**config.mk**
```make
export PLATFORM = sky130hd
export DESIGN_NAME = b4s_ctl_flat
export DESIGN_NICKNAME = d
export VERILOG_FILES = /design/src/core/b4s_pkg.sv /design/src/core/b4s_if.sv /design/src/core/b4s_ctl.sv /design/src/flat_wrapper.sv
export VERILOG_INCLUDE_DIRS = /design/src /design/src/core
export SDC_FILE = /design/constraint.sdc
export NUM_CORES = 1
export LEC_CHECK = 0
export BUFFER_PORTS_ARGS = -buffer_cell sky130_fd_sc_hd__buf_2
export CORE_ASPECT_RATIO = 1.5
export CORE_MARGIN = 2
export CORE_UTILIZATION = 30
export CTS_BUF_LIST = sky130_fd_sc_hd__clkbuf_4 sky130_fd_sc_hd__clkbuf_8
export DETAILED_ROUTE_END_ITERATION = 10
export GPL_TIMING_DRIVEN = 0
export MAX_ROUTING_LAYER = met4
export PLACE_DENSITY_LB_ADDON = 0.15
export SLEW_MARGIN = 0
export SYNTH_ARGS = -nofsm -noshare
export SYNTH_HDL_FRONTEND = slang
export SYNTH_SLANG_ARGS = --single-unit
```
**constraint.sdc**
```tcl
create_clock -name ref_clk -period 13.15 [get_ports ref_clk]
set_input_delay 0.6575 -clock ref_clk [delete_from_list [all_inputs] [get_ports ref_clk]]
set_output_delay 0.6575 -clock ref_clk [all_outputs]
set_load 0.03 [all_outputs]
```
**src/core/b4s_regs.svh**
```systemverilog
// Constants shared by both ends of the burst SRAM bus
`ifndef B4S_REGS_SVH
`define B4S_REGS_SVH

// ------------------------------------------------------------------
// Data layout
// ------------------------------------------------------------------
`define B4S_LANES 4
`define B4S_LANE_W 9
`define B4S_DATA_W 36
`define B4S_BURST 4
`define B4S_BURST_LSB 2

// ------------------------------------------------------------------
// Timing
// ------------------------------------------------------------------
`define B4S_CLK_NS 100
`define B4S_LOCK_NS 20000
// Strictly longer than the lock time, so one cycle on top
`define B4S_LOCK_CYC (`B4S_LOCK_NS / `B4S_CLK_NS + 1)
// Controller waits a little past the device's own count
`define B4S_LOCK_MARGIN 4
// Output edges skipped after a read command before the first beat
`define B4S_RD_LEAD 2
// Output edge step that carries the last read beat
`define B4S_RD_LAST 5
// Beats needed in the write buffer before a write is issued
`define B4S_WR_NEED 4

`endif

```
**src/core/b4s_pkg.sv**
```systemverilog
// Types shared by both ends of the burst SRAM bus
package b4s_pkg;

  typedef logic [35:0] b4s_word_t;

  typedef enum logic [2:0] {
    CS_LOCK = 3'b001,
    CS_RUN = 3'b010,
    CS_STOP = 3'b100
  } b4s_ctl_state_e;

  typedef enum logic [1:0] {
    DS_POWERUP = 2'b01,
    DS_READY = 2'b10
  } b4s_dev_state_e;

endpackage

```
**src/core/b4s_if.sv**
```systemverilog
// Pin-level carrier between the memory controller and the SRAM device
`timescale 1ns/1ns
interface b4s_if #(
  parameter int AW = 6
);
  logic main_timing_true;
  logic main_timing_inv;
  logic output_timing_true;
  logic output_timing_inv;
  logic read_select_n;
  logic write_select_n;
  logic [AW-1:0] addr;
  logic [35:0] input_lane_bits;
  logic lane0_write_en_n;
  logic lane1_write_en_n;
  logic lane2_write_en_n;
  logic lane3_write_en_n;
  logic loop_bypass_n;
  logic [35:0] output_bits;
  logic output_bits_oe;
  logic returned_strobe_pos;
  logic returned_strobe_neg;

  modport dev (
    input main_timing_true, main_timing_inv, output_timing_true, output_timing_inv,
    input read_select_n, write_select_n, addr, input_lane_bits,
    input lane0_write_en_n, lane1_write_en_n, lane2_write_en_n, lane3_write_en_n,
    input loop_bypass_n,
    output output_bits, output_bits_oe, returned_strobe_pos, returned_strobe_neg
  );

  modport ctl (
    output main_timing_true, main_timing_inv, output_timing_true, output_timing_inv,
    output read_select_n, write_select_n, addr, input_lane_bits,
    output lane0_write_en_n, lane1_write_en_n, lane2_write_en_n, lane3_write_en_n,
    output loop_bypass_n,
    input output_bits, output_bits_oe, returned_strobe_pos, returned_strobe_neg
  );
endinterface

```
**src/core/b4s_ctl.sv**
```systemverilog
// Memory controller end of the burst SRAM bus, with its write buffer
`timescale 1ns/1ns
`include "b4s_regs.svh"
module b4s_fifo #(
  parameter int W = 40,
  parameter int DEPTH = 8
) (
  input wire logic ref_clk,
  input wire logic srst,
  input wire logic in_valid,
  output logic in_ready,
  input wire logic [W-1:0] in_data,
  output logic out_valid,
  input wire logic out_ready,
  output logic [W-1:0] out_data,
  output logic [$clog2(DEPTH):0] count
);
  localparam int PW = $clog2(DEPTH);
  logic [W-1:0] mem [0:DEPTH-1];
  logic [PW:0] wp;
  logic [PW:0] rp;

  assign count = wp - rp;
  assign in_ready = (count != (PW+1)'(DEPTH));
  assign out_valid = (count != '0);
  assign out_data = mem[rp[PW-1:0]];

  always_ff @(posedge ref_clk) begin
    if (srst) begin
      wp <= '0;
    end else if (in_valid && in_ready) begin
      wp <= wp + 1'b1;
    end
  end

  always_ff @(posedge ref_clk) begin
    if (in_valid && in_ready) begin
      mem[wp[PW-1:0]] <= in_data;
    end
  end

  always_ff @(posedge ref_clk) begin
    if (srst) begin
      rp <= '0;
    end else if (out_valid && out_ready) begin
      rp <= rp + 1'b1;
    end
  end
endmodule

module b4s_ctl #(
  parameter int AW = 6,
  parameter int FIFO_DEPTH = 8
) (
  input wire logic ref_clk,
  input wire logic srst,
  b4s_if.ctl bus,
  input wire logic cmd_valid,
  input wire logic cmd_write,
  input wire logic [AW-1:0] cmd_addr,
  output logic cmd_ready,
  input wire logic wr_valid,
  input wire logic [35:0] wr_data,
  input wire logic [3:0] wr_lane_en_n,
  output logic wr_ready,
  output logic rd_valid,
  output logic [35:0] rd_data,
  input wire logic clk_run,
  input wire logic out_clk_hold,
  output logic link_ready
);

  // ------------------------------------------------------------------
  // Clock generation and lock wait
  // ------------------------------------------------------------------
  b4s_pkg::b4s_ctl_state_e st;
  logic phase;
  logic [15:0] lock_cnt;
  logic [4:0] wpipe;
  logic [7:0] rpipe;
  logic busy;

  assign busy = (wpipe != 5'h00) | (rpipe != 8'h00);

  always_ff @(posedge ref_clk) begin
    if (srst) begin
      st <= b4s_pkg::CS_LOCK;
      lock_cnt <= 16'h0000;
    end else begin
      case (st)
        b4s_pkg::CS_LOCK: begin
          lock_cnt <= lock_cnt + 16'h0001;
          if (lock_cnt == 16'(`B4S_LOCK_CYC + `B4S_LOCK_MARGIN)) begin
            st <= b4s_pkg::CS_RUN;
          end
        end
        b4s_pkg::CS_RUN: begin
          // Stop only between bursts, with the true clock high
          if (!clk_run && !busy && phase) begin
            st <= b4s_pkg::CS_STOP;
          end
        end
        b4s_pkg::CS_STOP: begin
          if (clk_run) begin
            st <= b4s_pkg::CS_RUN;
          end
        end
        default: begin
          st <= b4s_pkg::CS_LOCK;
        end
      endcase
    end
  end

  always_ff @(posedge ref_clk) begin
    if (srst) begin
      phase <= 1'b0;
    end else if (st != b4s_pkg::CS_STOP) begin
      phase <= ~phase;
    end
  end

  // Parked clocks all sit high for the quickest restart
  assign bus.main_timing_true = (st == b4s_pkg::CS_STOP) | phase;
  assign bus.main_timing_inv = (st == b4s_pkg::CS_STOP) | ~phase;
  assign bus.output_timing_true = out_clk_hold | bus.main_timing_true;
  assign bus.output_timing_inv = out_clk_hold | bus.main_timing_inv;
  assign bus.loop_bypass_n = 1'b1;
  assign link_ready = (st == b4s_pkg::CS_RUN);

  // ------------------------------------------------------------------
  // Command issue
  // ------------------------------------------------------------------
  logic slot;
  logic last_rd;
  logic last_wr;
  logic issue_rd;
  logic issue_wr;
  logic [$clog2(FIFO_DEPTH):0] wq_count;
  logic wq_valid;
  logic [39:0] wq_data;
  logic pop;

  // Next edge is a true clock rise
  assign slot = (st == b4s_pkg::CS_RUN) & ~phase & clk_run;
  // Same kind never on consecutive rises; whole burst must be buffered
  assign cmd_ready = slot & (cmd_write ?
                     (~last_wr & (wq_count >= ($clog2(FIFO_DEPTH)+1)'(`B4S_WR_NEED))) :
                     ~last_rd);
  assign issue_rd = cmd_valid & cmd_ready & ~cmd_write;
  assign issue_wr = cmd_valid & cmd_ready & cmd_write;

  always_ff @(posedge ref_clk) begin
    if (srst) begin
      last_rd <= 1'b0;
      last_wr <= 1'b0;
      bus.read_select_n <= 1'b1;
      bus.write_select_n <= 1'b1;
      bus.addr <= '0;
    end else if (!phase) begin
      // Every slot edge, even with a park pending, so no select stays low
      last_rd <= issue_rd;
      last_wr <= issue_wr;
      bus.read_select_n <= ~issue_rd;
      bus.write_select_n <= ~issue_wr;
      if (issue_rd || issue_wr) begin
        bus.addr <= cmd_addr;
      end
    end
  end

  // ------------------------------------------------------------------
  // Write beats
  // ------------------------------------------------------------------
  always_ff @(posedge ref_clk) begin
    if (srst) begin
      wpipe <= 5'h00;
    end else begin
      wpipe <= {wpipe[3:0], slot & issue_wr};
    end
  end

  assign pop = (wpipe[4:1] != 4'h0);

  b4s_fifo #(
    .W(40),
    .DEPTH(FIFO_DEPTH)
  ) u_wq (
    .ref_clk(ref_clk),
    .srst(srst),
    .in_valid(wr_valid),
    .in_ready(wr_ready),
    .in_data({wr_lane_en_n, wr_data}),
    .out_valid(wq_valid),
    .out_ready(pop),
    .out_data(wq_data),
    .count(wq_count)
  );

  // Beats land on the two true and two inverse rises after the command period
  always_ff @(posedge ref_clk) begin
    if (srst) begin
      bus.input_lane_bits <= 36'h000000000;
      {bus.lane3_write_en_n, bus.lane2_write_en_n,
       bus.lane1_write_en_n, bus.lane0_write_en_n} <= 4'hF;
    end else if (pop && wq_valid) begin
      bus.input_lane_bits <= wq_data[35:0];
      {bus.lane3_write_en_n, bus.lane2_write_en_n,
       bus.lane1_write_en_n, bus.lane0_write_en_n} <= wq_data[39:36];
    end else begin
      {bus.lane3_write_en_n, bus.lane2_write_en_n,
       bus.lane1_write_en_n, bus.lane0_write_en_n} <= 4'hF;
    end
  end

  // ------------------------------------------------------------------
  // Read capture
  // ------------------------------------------------------------------
  always_ff @(posedge ref_clk) begin
    if (srst) begin
      rpipe <= 8'h00;
    end else begin
      rpipe <= {rpipe[6:0], slot & issue_rd};
    end
  end

  // Device data appears four to seven cycles after the command
  always_ff @(posedge ref_clk) begin
    if (srst) begin
      rd_valid <= 1'b0;
      rd_data <= 36'h000000000;
    end else begin
      rd_valid <= (rpipe[7:4] != 4'h0);
      if (rpipe[7:4] != 4'h0) begin
        rd_data <= bus.output_bits;
      end
    end
  end

endmodule

```
**src/flat_wrapper.sv**
```systemverilog
// flat-port wrapper written by rule: the top's interface ports become plain ports
module b4s_ctl_flat 
#(
  parameter int AW = 6,
  parameter int FIFO_DEPTH = 8
)
  (ref_clk, srst, cmd_valid, cmd_write, cmd_addr, cmd_ready, wr_valid, wr_data, wr_lane_en_n, wr_ready, rd_valid, rd_data, clk_run, out_clk_hold, link_ready, bus_main_timing_true, bus_main_timing_inv, bus_output_timing_true, bus_output_timing_inv, bus_read_select_n, bus_write_select_n, bus_addr, bus_input_lane_bits, bus_lane0_write_en_n, bus_lane1_write_en_n, bus_lane2_write_en_n, bus_lane3_write_en_n, bus_loop_bypass_n, bus_output_bits, bus_output_bits_oe, bus_returned_strobe_pos, bus_returned_strobe_neg);
  b4s_if #(.AW(AW)) bus_i ();
  input wire logic ref_clk;
  input wire logic srst;
  input wire logic cmd_valid;
  input wire logic cmd_write;
  input wire logic [AW-1:0] cmd_addr;
  output logic cmd_ready;
  input wire logic wr_valid;
  input wire logic [35:0] wr_data;
  input wire logic [3:0] wr_lane_en_n;
  output logic wr_ready;
  output logic rd_valid;
  output logic [35:0] rd_data;
  input wire logic clk_run;
  input wire logic out_clk_hold;
  output logic link_ready;
  output wire logic [$bits(bus_i.main_timing_true)-1:0] bus_main_timing_true;
  output wire logic [$bits(bus_i.main_timing_inv)-1:0] bus_main_timing_inv;
  output wire logic [$bits(bus_i.output_timing_true)-1:0] bus_output_timing_true;
  output wire logic [$bits(bus_i.output_timing_inv)-1:0] bus_output_timing_inv;
  output wire logic [$bits(bus_i.read_select_n)-1:0] bus_read_select_n;
  output wire logic [$bits(bus_i.write_select_n)-1:0] bus_write_select_n;
  output wire logic [$bits(bus_i.addr)-1:0] bus_addr;
  output wire logic [$bits(bus_i.input_lane_bits)-1:0] bus_input_lane_bits;
  output wire logic [$bits(bus_i.lane0_write_en_n)-1:0] bus_lane0_write_en_n;
  output wire logic [$bits(bus_i.lane1_write_en_n)-1:0] bus_lane1_write_en_n;
  output wire logic [$bits(bus_i.lane2_write_en_n)-1:0] bus_lane2_write_en_n;
  output wire logic [$bits(bus_i.lane3_write_en_n)-1:0] bus_lane3_write_en_n;
  output wire logic [$bits(bus_i.loop_bypass_n)-1:0] bus_loop_bypass_n;
  input wire logic [$bits(bus_i.output_bits)-1:0] bus_output_bits;
  input wire logic [$bits(bus_i.output_bits_oe)-1:0] bus_output_bits_oe;
  input wire logic [$bits(bus_i.returned_strobe_pos)-1:0] bus_returned_strobe_pos;
  input wire logic [$bits(bus_i.returned_strobe_neg)-1:0] bus_returned_strobe_neg;
  assign bus_main_timing_true = bus_i.main_timing_true;
  assign bus_main_timing_inv = bus_i.main_timing_inv;
  assign bus_output_timing_true = bus_i.output_timing_true;
  assign bus_output_timing_inv = bus_i.output_timing_inv;
  assign bus_read_select_n = bus_i.read_select_n;
  assign bus_write_select_n = bus_i.write_select_n;
  assign bus_addr = bus_i.addr;
  assign bus_input_lane_bits = bus_i.input_lane_bits;
  assign bus_lane0_write_en_n = bus_i.lane0_write_en_n;
  assign bus_lane1_write_en_n = bus_i.lane1_write_en_n;
  assign bus_lane2_write_en_n = bus_i.lane2_write_en_n;
  assign bus_lane3_write_en_n = bus_i.lane3_write_en_n;
  assign bus_loop_bypass_n = bus_i.loop_bypass_n;
  assign bus_i.output_bits = bus_output_bits;
  assign bus_i.output_bits_oe = bus_output_bits_oe;
  assign bus_i.returned_strobe_pos = bus_returned_strobe_pos;
  assign bus_i.returned_strobe_neg = bus_returned_strobe_neg;
  b4s_ctl #(.AW(AW), .FIFO_DEPTH(FIFO_DEPTH)) u_core (.ref_clk(ref_clk), .srst(srst), .bus(bus_i), .cmd_valid(cmd_valid), .cmd_write(cmd_write), .cmd_addr(cmd_addr), .cmd_ready(cmd_ready), .wr_valid(wr_valid), .wr_data(wr_data), .wr_lane_en_n(wr_lane_en_n), .wr_ready(wr_ready), .rd_valid(rd_valid), .rd_data(rd_data), .clk_run(clk_run), .out_clk_hold(out_clk_hold), .link_ready(link_ready));
endmodule
```
* After elaboration in Yosys (flattened, before gate mapping) *
Memories as Yosys holds them, arrays and structs flattened. A register that Yosys moved wholly into a read port is not among the register bits.
Cells that the tools add are included.

operators by class
  bitwise operators = 21
  $add $sub $neg = 4
  order comparisons = 1
  reduce and logical (&&, ||, !) cells = 15
  equality and inequality tests = 9
  mux-type cells = 9

operators with widths
  kind                   number
  $add 16x1->16 const B  1
  $eq 16x8->1 const B    1
  $mux 3                 5
  $reduce_bool 4->1      3
  $and 1x1->1            9
  $pmux 3 s3             1
  $add 4x1->4 const B    2
  $reduce_bool 8->1      1
  $not 1->1              7
  $or 1x1->1             5
  $reduce_bool 5->1      1
  $ge 4x3->1 const B     1
  $logic_and 1x1->1      4
  $ne 2x1->1 const B     2
  $ne 4x4->1 const B     1
  $sub 4x4->4            1
  $eq 3x1->1 const B     1
  $eq 3x2->1 const B     1
  $eq 3x3->1 const B     1
  $mux 1                 3
  $ne 3x3->1 const B     1
  $reduce_and 3->1       1
  $logic_not 1->1        2
  $ne 2x2->1 const B     1
  3 further kinds        3

word-level totals
  input bits = 92
  flip-flop bits (word level) = 128
  memories = 1
  bits in writable memories = 320
  output and inout port bits = 93

memory list
  memory           words  bits a word  read ports  clocked after memory_dff  write ports  line           RTL
  u_core.u_wq.mem  8      40           1           1                         1            b4s_ctl.sv:19  logic [W-1:0] mem [0:DEPTH-1];

* Longest topological paths before layout *
Gate-level depths: netlist of the first run.

  depth in word-level cells = 9
  depth in mapped cells = 10
  gate-level depth less buffers = 7

* Modules after synthesis *
Synthesis of the first run repeated with hierarchy kept, for this count alone.

unflattened totals
  cell total of the unflattened synthesis = 1072
  area total of the unflattened synthesis = 17097.6 µm²

modules (own cells, without submodules)
  module    instances  cells each  area an instance (µm²)  sequential area each (µm²)
  b4s_fifo  1          545         12690.9                 9829.4
  b4s_ctl   1          527         4406.7                  2402.3

* Worst setup path before layout of the first run *
No wires, ideal clock.

  path type = flip-flop to flip-flop
  start point = register u_core.u_wq.wp[2]
  end point = memory u_core.u_wq.mem[0][0] (enable)
  stages on the path, launching flop included = 8
  required time = 12.663 ns
  arrival = 4.495 ns
  path slack = 8.168 ns
  library setup time = 0.487 ns
  path through = dfxtp_1 > ha_1 > buf_2 > a21oi_1 > and3_4 > or4_1 > nand3_1 > nor3_1

between the ends
  longest elaborated chain between the ends = 5

ends and longest elaborated chain
  item                          line                RTL
  from (decl)                   b4s_ctl.sv:20       logic [PW:0] wp;
  from (signal assigned)        b4s_ctl.sv:32       wp <= wp + 1'b1;
  $sub 4x4->4                   b4s_ctl.sv:23       assign count = wp - rp;
  $ne 4x4->1                    b4s_ctl.sv:24       assign in_ready = (count != (PW+1)'(DEPTH));
  via wr_ready                  flat_wrapper.sv:18  output logic wr_ready;
  $logic_and 1x1->1             b4s_ctl.sv:37       if (in_valid && in_ready) begin
  $mux 1                        b4s_ctl.sv:37
  $mux 1 (not written as such)  b4s_ctl.sv:38       mem[wp[PW-1:0]] <= in_data;
  to (decl)                     b4s_ctl.sv:19

The timed path passes the listed nets, and every way through them passes these cells.

* Final worst setup path of the first run *
  start point = register u_core.u_wq.wp[2]
  end point = output port wr_ready

between the ends
  longest elaborated chain between the ends = 2

ends and longest elaborated chain
  item         line
  $sub 4x4->4  b4s_ctl.sv:23
  $ne 4x4->1   b4s_ctl.sv:24
  to (decl)    flat_wrapper.sv:18

Every way passes these cells.

==> metrics.txt, run 1 <==
synth unique cells=between 50 and 60; Pins Over Slew Limit=0; CORE AREA=0.0566 sq mm; Seq/Total Area, Yosys=71.3%; clk_lat worst skew=~0.65 ns; result of the run=completed; FFs w/ async S/R, synth=0%; Mapped Nets=1129; Yosys reg bits=451; Setup TNS=0 ns; final design utilization=36.9%; root buf cell=clkbuf_8; Die X=199 microns; number of global-route vias before repair=10445; Die Y=297 microns; Routed Antenna Nets=0; CP Capture Type=output port; largest net degree at the start of global routing=22; share of cells above drive strength 1=34.4%; worst min path class=in2reg; post-synth top area share=56.0%; Hold Vio Cnt, Final=0; Final min period=3.44 ns; DP Area=roughly 0.019 sq mm; syn avg cell area=roughly 17 sq um; htree depth=3; clock tree buffer depth=3; RSZ-0062 raised after global routing=false; final hold slack=0.249 ns; row cnt=about 110; Final GP Congestion=roughly 0.71; DR vias=roughly 9800; most area-hungry cell type in the Yosys netlist=edfxtp_1; maximum fanout along the worst path=8; initial antenna violation count=7; port bufs=180; final critical-path share of the clock period=26.2%; CTS tree=done; Ports=between 150 and 200; DR vias/cell=approximately 4.6; max_cap viols=0; Worst EP arrival=2.78 ns; Synth area leaders=edfxtp_1 (56%), dfxtp_1 (15%), mux4_2 (11%); Clock Pin Slew Worst Setup and Hold Paths=0.06 ns; Synth Instances=1030; NumNets Final=between 1000 and 1500; first-pass GRT wire length=about 65 mm; routed len/inst=20.6 microns; drt pass-1 iters=5; gr usage total=15.5%; residual DRC count=0; Rel. slew slack=14.2%; GRT overflow=0; DP Wirelength=29.8 mm; main flop type after synthesis=edfxtp_1; TritonCTS Sinks=451; Post-CTS Hold Fix Bufs=0; P_leak=6.94 nW; Initial Util=30.3%; Worst Path Class, Setup=reg2out; Iter 0 DRT Violations=457; Worst VDD drop=0.0574 mV; fmax=291 MHz; Yosys warning count=0; EDFF count, synth=320; drt total wl=approximately 44 mm; CP Launch Type=flip-flop; Mapped Area=0.0172 sq mm; # resized after CTS=0; Critical Path RT=12.49 ns; TritonCTS buffer count=71; Design Area, Final=0.0209 sq mm; pwr dens=142 mW/mm^2; Final setup violation count=0; Syn-to-layout area delta=21.7%; Worst Skew=0.0205 ns; Die Area=0.0592 sq mm; post-CTS setup repair buffer count=0; Slew @ Worst Pin=1.27 ns
## where the power goes
group / switching (W) / internal (W)
Clock: 0.000569 / 0.000640
Sequential: 0.0000136 / 0.00156
Combinational: 0.000116 / 0.0000660
Total: 0.000699 / 0.00227
## routing by layer
| layer | global-route usage, % | wire, microns |
|---|---|---|
| met3 | 3.66 | 2650 |
| met1 | 17.5 | 17600 |
| met4 | 4.98 | 877 |
| met2 | 26.9 | 22900 |
| met5 | - | 0 |
## path summary, 6_finish.rpt
check | slack [ns] | depth (start not counted) | start | endpoint
min reg2reg | 0.45 | 2 | u_core.rd_data[13]$_SDFFE_PP0P_ | u_core.rd_data[13]$_SDFFE_PP0P_
max reg2reg | 9.72 | 10 | u_core.u_wq.wp[2]$_SDFFE_PP0P_ | u_core.u_wq.mem[2][31]$_DFFE_PP_
max | 9.71 | 6 | u_core.u_wq.wp[2]$_SDFFE_PP0P_ | wr_ready
min | 0.25 | 3 | bus_output_bits[6] | u_core.rd_data[6]$_SDFFE_PP0P_
## flip-flops by register name, summed over array words and instances, names as in the netlist, named ones only
name and flops:
u_core.bus.addr 6, u_core.bus.input_lane_bits 36, u_core.bus.lane0_write_en_n 1, u_core.bus.lane1_write_en_n 1
u_core.bus.lane2_write_en_n 1, u_core.bus.lane3_write_en_n 1, u_core.bus.read_select_n 1, u_core.bus.write_select_n 1
u_core.last_rd 1, u_core.last_wr 1, u_core.lock_cnt 16, u_core.phase 1
u_core.rd_data 36, u_core.rd_valid 1, u_core.rpipe 8, u_core.st 3
u_core.u_wq.mem 320, u_core.u_wq.rp 4, u_core.u_wq.wp 4, u_core.wpipe 5
## critical path, stage by stage (launching register included)
cell and delay, ns:
dfxtp_1 0.49, ha_1 0.28, buf_2 0.17, a21oi_1 0.21, a21oi_2 0.14, or4_1 0.61, buf_2 0.23
## kinds of logic after synthesis
kind of cell / Yosys count / share of synthesized area [%]
simple gates: 205 / 5.69
compound gates: 146 / 6.15
other cells: 1 / 0.0219
fa+ha+maj: 7 / 0.510
buf+inv: 73 / 1.90
flops: 451 / 71.3
mux: 129 / 13.4
xor+xnor: 18 / 1.04
## placed cells by master (no fill, tap or decap), types with 10 or more instances in the layout
cell,netlist,final
a21oi_1,86,86
nor2_1,36,31
inv_1,11,11
dfxtp_1,131,131
buf_2,12,192
nand2_1,95,95
a211oi_2,30,30
edfxtp_1,320,320
nor2b_1,15,15
mux2i_1,47,47
buf_6,3,10
clkbuf_4,0,26
mux4_2,80,80
xnor2_1,11,11
clkbuf_1,39,39
clkinv_1,0,13
clkinv_2,0,10
clkbuf_8,0,73
## stage by stage
| step | power, W | setup slack, ns | std cells |
|---|---|---|---|
| CTS | 0.00302 | 9.67 | 2125 |
| floorplan | 0.00171 | 8.17 | 1030 |
| finish | 0.00297 | 9.71 | 2131 |
| global route | 0.00310 | 9.54 | 2131 |
| global placement | 0.00178 | 4.53 | 1973 |
| detailed placement | 0.00180 | 9.73 | 1994 |
## layout make-up
class                           count  area [sq um]
Multi-Input combinational cell    506          4650
Tap cell                          763           955
Clock buffer                       99          1200
Antenna cell                        6          15.0
Sequential cell                   451         12200
Inverter                           11          41.3
Clock inverter                     32           239
Fill cell                        5469         35800
Buffer                             62           285
Timing Repair Buffer              201          1260
## cells in the mapped netlist, types with 5 or more instances
cell,count
a211oi_2,30
and3_1,5
a211oi_1,8
nor2b_1,15
mux4_2,80
mux2i_1,47
nor4_1,6
dfxtp_1,131
clkbuf_1,39
nor2_1,36
xnor2_1,11
inv_1,11
edfxtp_1,320
nor3_1,9
nand2_1,95
nand3_1,7
buf_2,12
nand2b_1,5
or3_1,6
o21ai_0,7
ha_1,7
xor2_1,5
a21oi_1,86
(Power assumes the default switching activity.)
==> run 2, diff against run 1 <==
- clock period: 13.15 -> 3.03 ns (I/O delays scaled with it)
==> metrics.txt, run 2 (synthesized netlist as in run 1, its figures left out) <==
DP Area=0.0195 sq mm; initial antenna violation count=3; Largest register FFs=320; GRT overflow=0; Worst Path Class, Setup=reg2out; NumNets Final=1496; P_leak=7.38 nW; Routed Antenna Nets=0; Clock power frac=roughly two fifths; Worst Skew=about 0.023 ns; max_cap viols=0; largest net degree at the start of global routing=21; row cnt=107; number of global-route vias before repair=10957; Worst VDD drop=0.243 mV; Design Area, Final=0.0220 sq mm; Clock Pin Slew Worst Setup and Hold Paths=0.06 ns; Iter 0 DRT Violations=between 400 and 500; Critical Path RT=2.88 ns; fmax=approximately 350 MHz; CTS tree=done; pwr dens=~600 mW/mm^2; CP Launch Type=flip-flop; Die Area=0.0592 sq mm; highest metal used=met4; worst min path class=in2reg; gr usage total=16.1%; RSZ-0062 raised after global routing=false; drt pass-1 iters=4; commonest non-fill, non-tap cells in the layout=edfxtp_1 (320), buf_2 (191), dfxtp_1 (129), nand2_1 (95), dlygate4sd3_1 (88); Die X=approximately 200 microns; Power Internal=0.0102 W; Rel. slew slack=between 20% and 30%; Worst path slowest cell=or4_4; htree depth=3; TritonCTS Sinks=451; Final min period=2.82 ns; Hold Vio Cnt, Final=0; Worst EP arrival=2.67 ns; Met3 Wirelength=2.19 mm; TritonCTS buffer count=71; Final setup violation count=0; worst-path cell chain=inv_1 > ha_1 > clkbuf_4 > nand3b_1 > and3_4 > or4_4 > buf_2; pre-CTS WS=-0.213 ns; routed len/inst=20.6 microns; drt total wl=45.6 mm; crit-path max cell delay=0.55 ns; Tot Pwr=about 0.013 W; CP Capture Type=output port; Worst Setup Slack, final=0.208 ns; Ports=185; Initial Util=30.3%; result of the run=completed; M1 wire length=18.6 mm; most common cell after layout, fill and taps aside=edfxtp_1; switching share of total power=22.8%; Slew @ Worst Pin=1.06 ns; final design utilization=38.8%; clk_lat worst skew=between 0.6 and 0.7 ns; DR vias=10220; met2 wire length=23.9 mm; share of cells above drive strength 1=about 33%; DR vias/cell=4.61; Syn-to-layout area delta=28.0%; first-pass GRT wire length=67.8 mm; residual DRC count=0; Final GP Congestion=0.705; combinational share of power=7.1%; port bufs=180; Reg power frac=a little over half; Pins Over Slew Limit=0; final critical-path share of the clock period=between 90 and 100%; maximum fanout along the worst path=8; Sw Pwr=0.00300 W; CORE AREA=0.0566 sq mm; root buf cell=clkbuf_8; clock tree buffer depth=3; Die Y=around 300 microns; DP Wirelength=approximately 30 mm
==> run 2: changes by cell type in the layout (fill, tap and decap cells not counted), moves of 5 or more <==
| cell | previous run | this run |
|---|---|---|
| dlygate4sd3_1 | 0 | 88 |
| clkbuf_8 | 73 | 83 |
| clkinv_1 | 13 | 4 |
| buf_6 | 10 | 3 |
| clkbuf_4 | 26 | 33 |
| clkinv_2 | 10 | 5 |
==> run 2: path summary, 6_finish.rpt <==
check,startpoint,end,slack [ns],depth (start not counted)
min,cmd_addr[5],u_core.bus.addr[5]$_SDFFE_PP0P_,0.29,4
min reg2reg,u_core.rd_data[2]$_SDFFE_PP0P_,u_core.rd_data[2]$_SDFFE_PP0P_,0.45,2
max reg2reg,u_core.u_wq.wp[1]$_SDFFE_PP0P_,u_core.u_wq.mem[3][39]$_DFFE_PP_,0.23,7
max,u_core.u_wq.rp[2]$_SDFFE_PP0P_,wr_ready,0.21,7
==> run 2: what timing repair did <==
action	CTS	global route
resized for setup	1	1
hold buffers	88	0
setup buffers	4	3
cloned	1	0
endpoints found under the setup margin	60	55
pin swaps	4	4
endpoints found under the hold margin	375	0
==> run 2: critical path, delay by kind of cell (launching register included) <==
kind          cells  cell delay (ns)
simple gates      3             0.95
fa+ha+maj         1             0.27
flops             1             0.33
buf+inv           3             0.47
==> run 2: power by group through the flow <==
stage                     registers [W]  logic [W]  clock network, W
after floorplan                 0.00697   0.000443                 0
after detailed placement        0.00698   0.000851                 0
final                           0.00685   0.000933           0.00537
after global routing            0.00686    0.00102           0.00582
after global placement          0.00699   0.000756                 0
after CTS                       0.00685   0.000958           0.00560
==> run 2: per-stage QoR <==
stage | hold WS (ns) | cells | TNS, ns
floorplan | 0.250 | 1030 | -10.23
global placement | 0.392 | 1973 | -391.45
detailed placement | 0.399 | 1991 | -9.35
CTS | 0.234 | 2212 | 0
global route | 0.274 | 2218 | 0
finish | 0.294 | 2218 | 0
==> run 2: area by class of cell <==
class                   count  area, sq um
fillers                  5398        34700
flip-flops and latches    451        12200
multi-input cells         507         4700
repair buffers            293         2260
clock buffers             115         1380
well taps                 763          955
plain buffers              62          288
clock inverters            13         93.8
inverters                  11         41.3
diodes                      3         7.51
==> run 2: layer usage <==
metal / vias up / GRT usage, %
li1: 4727 / -
met1: 5177 / 18.2
met2: 245 / 28.3
met3: 71 / 3.40
met4: 0 / 4.90
met5: - / -
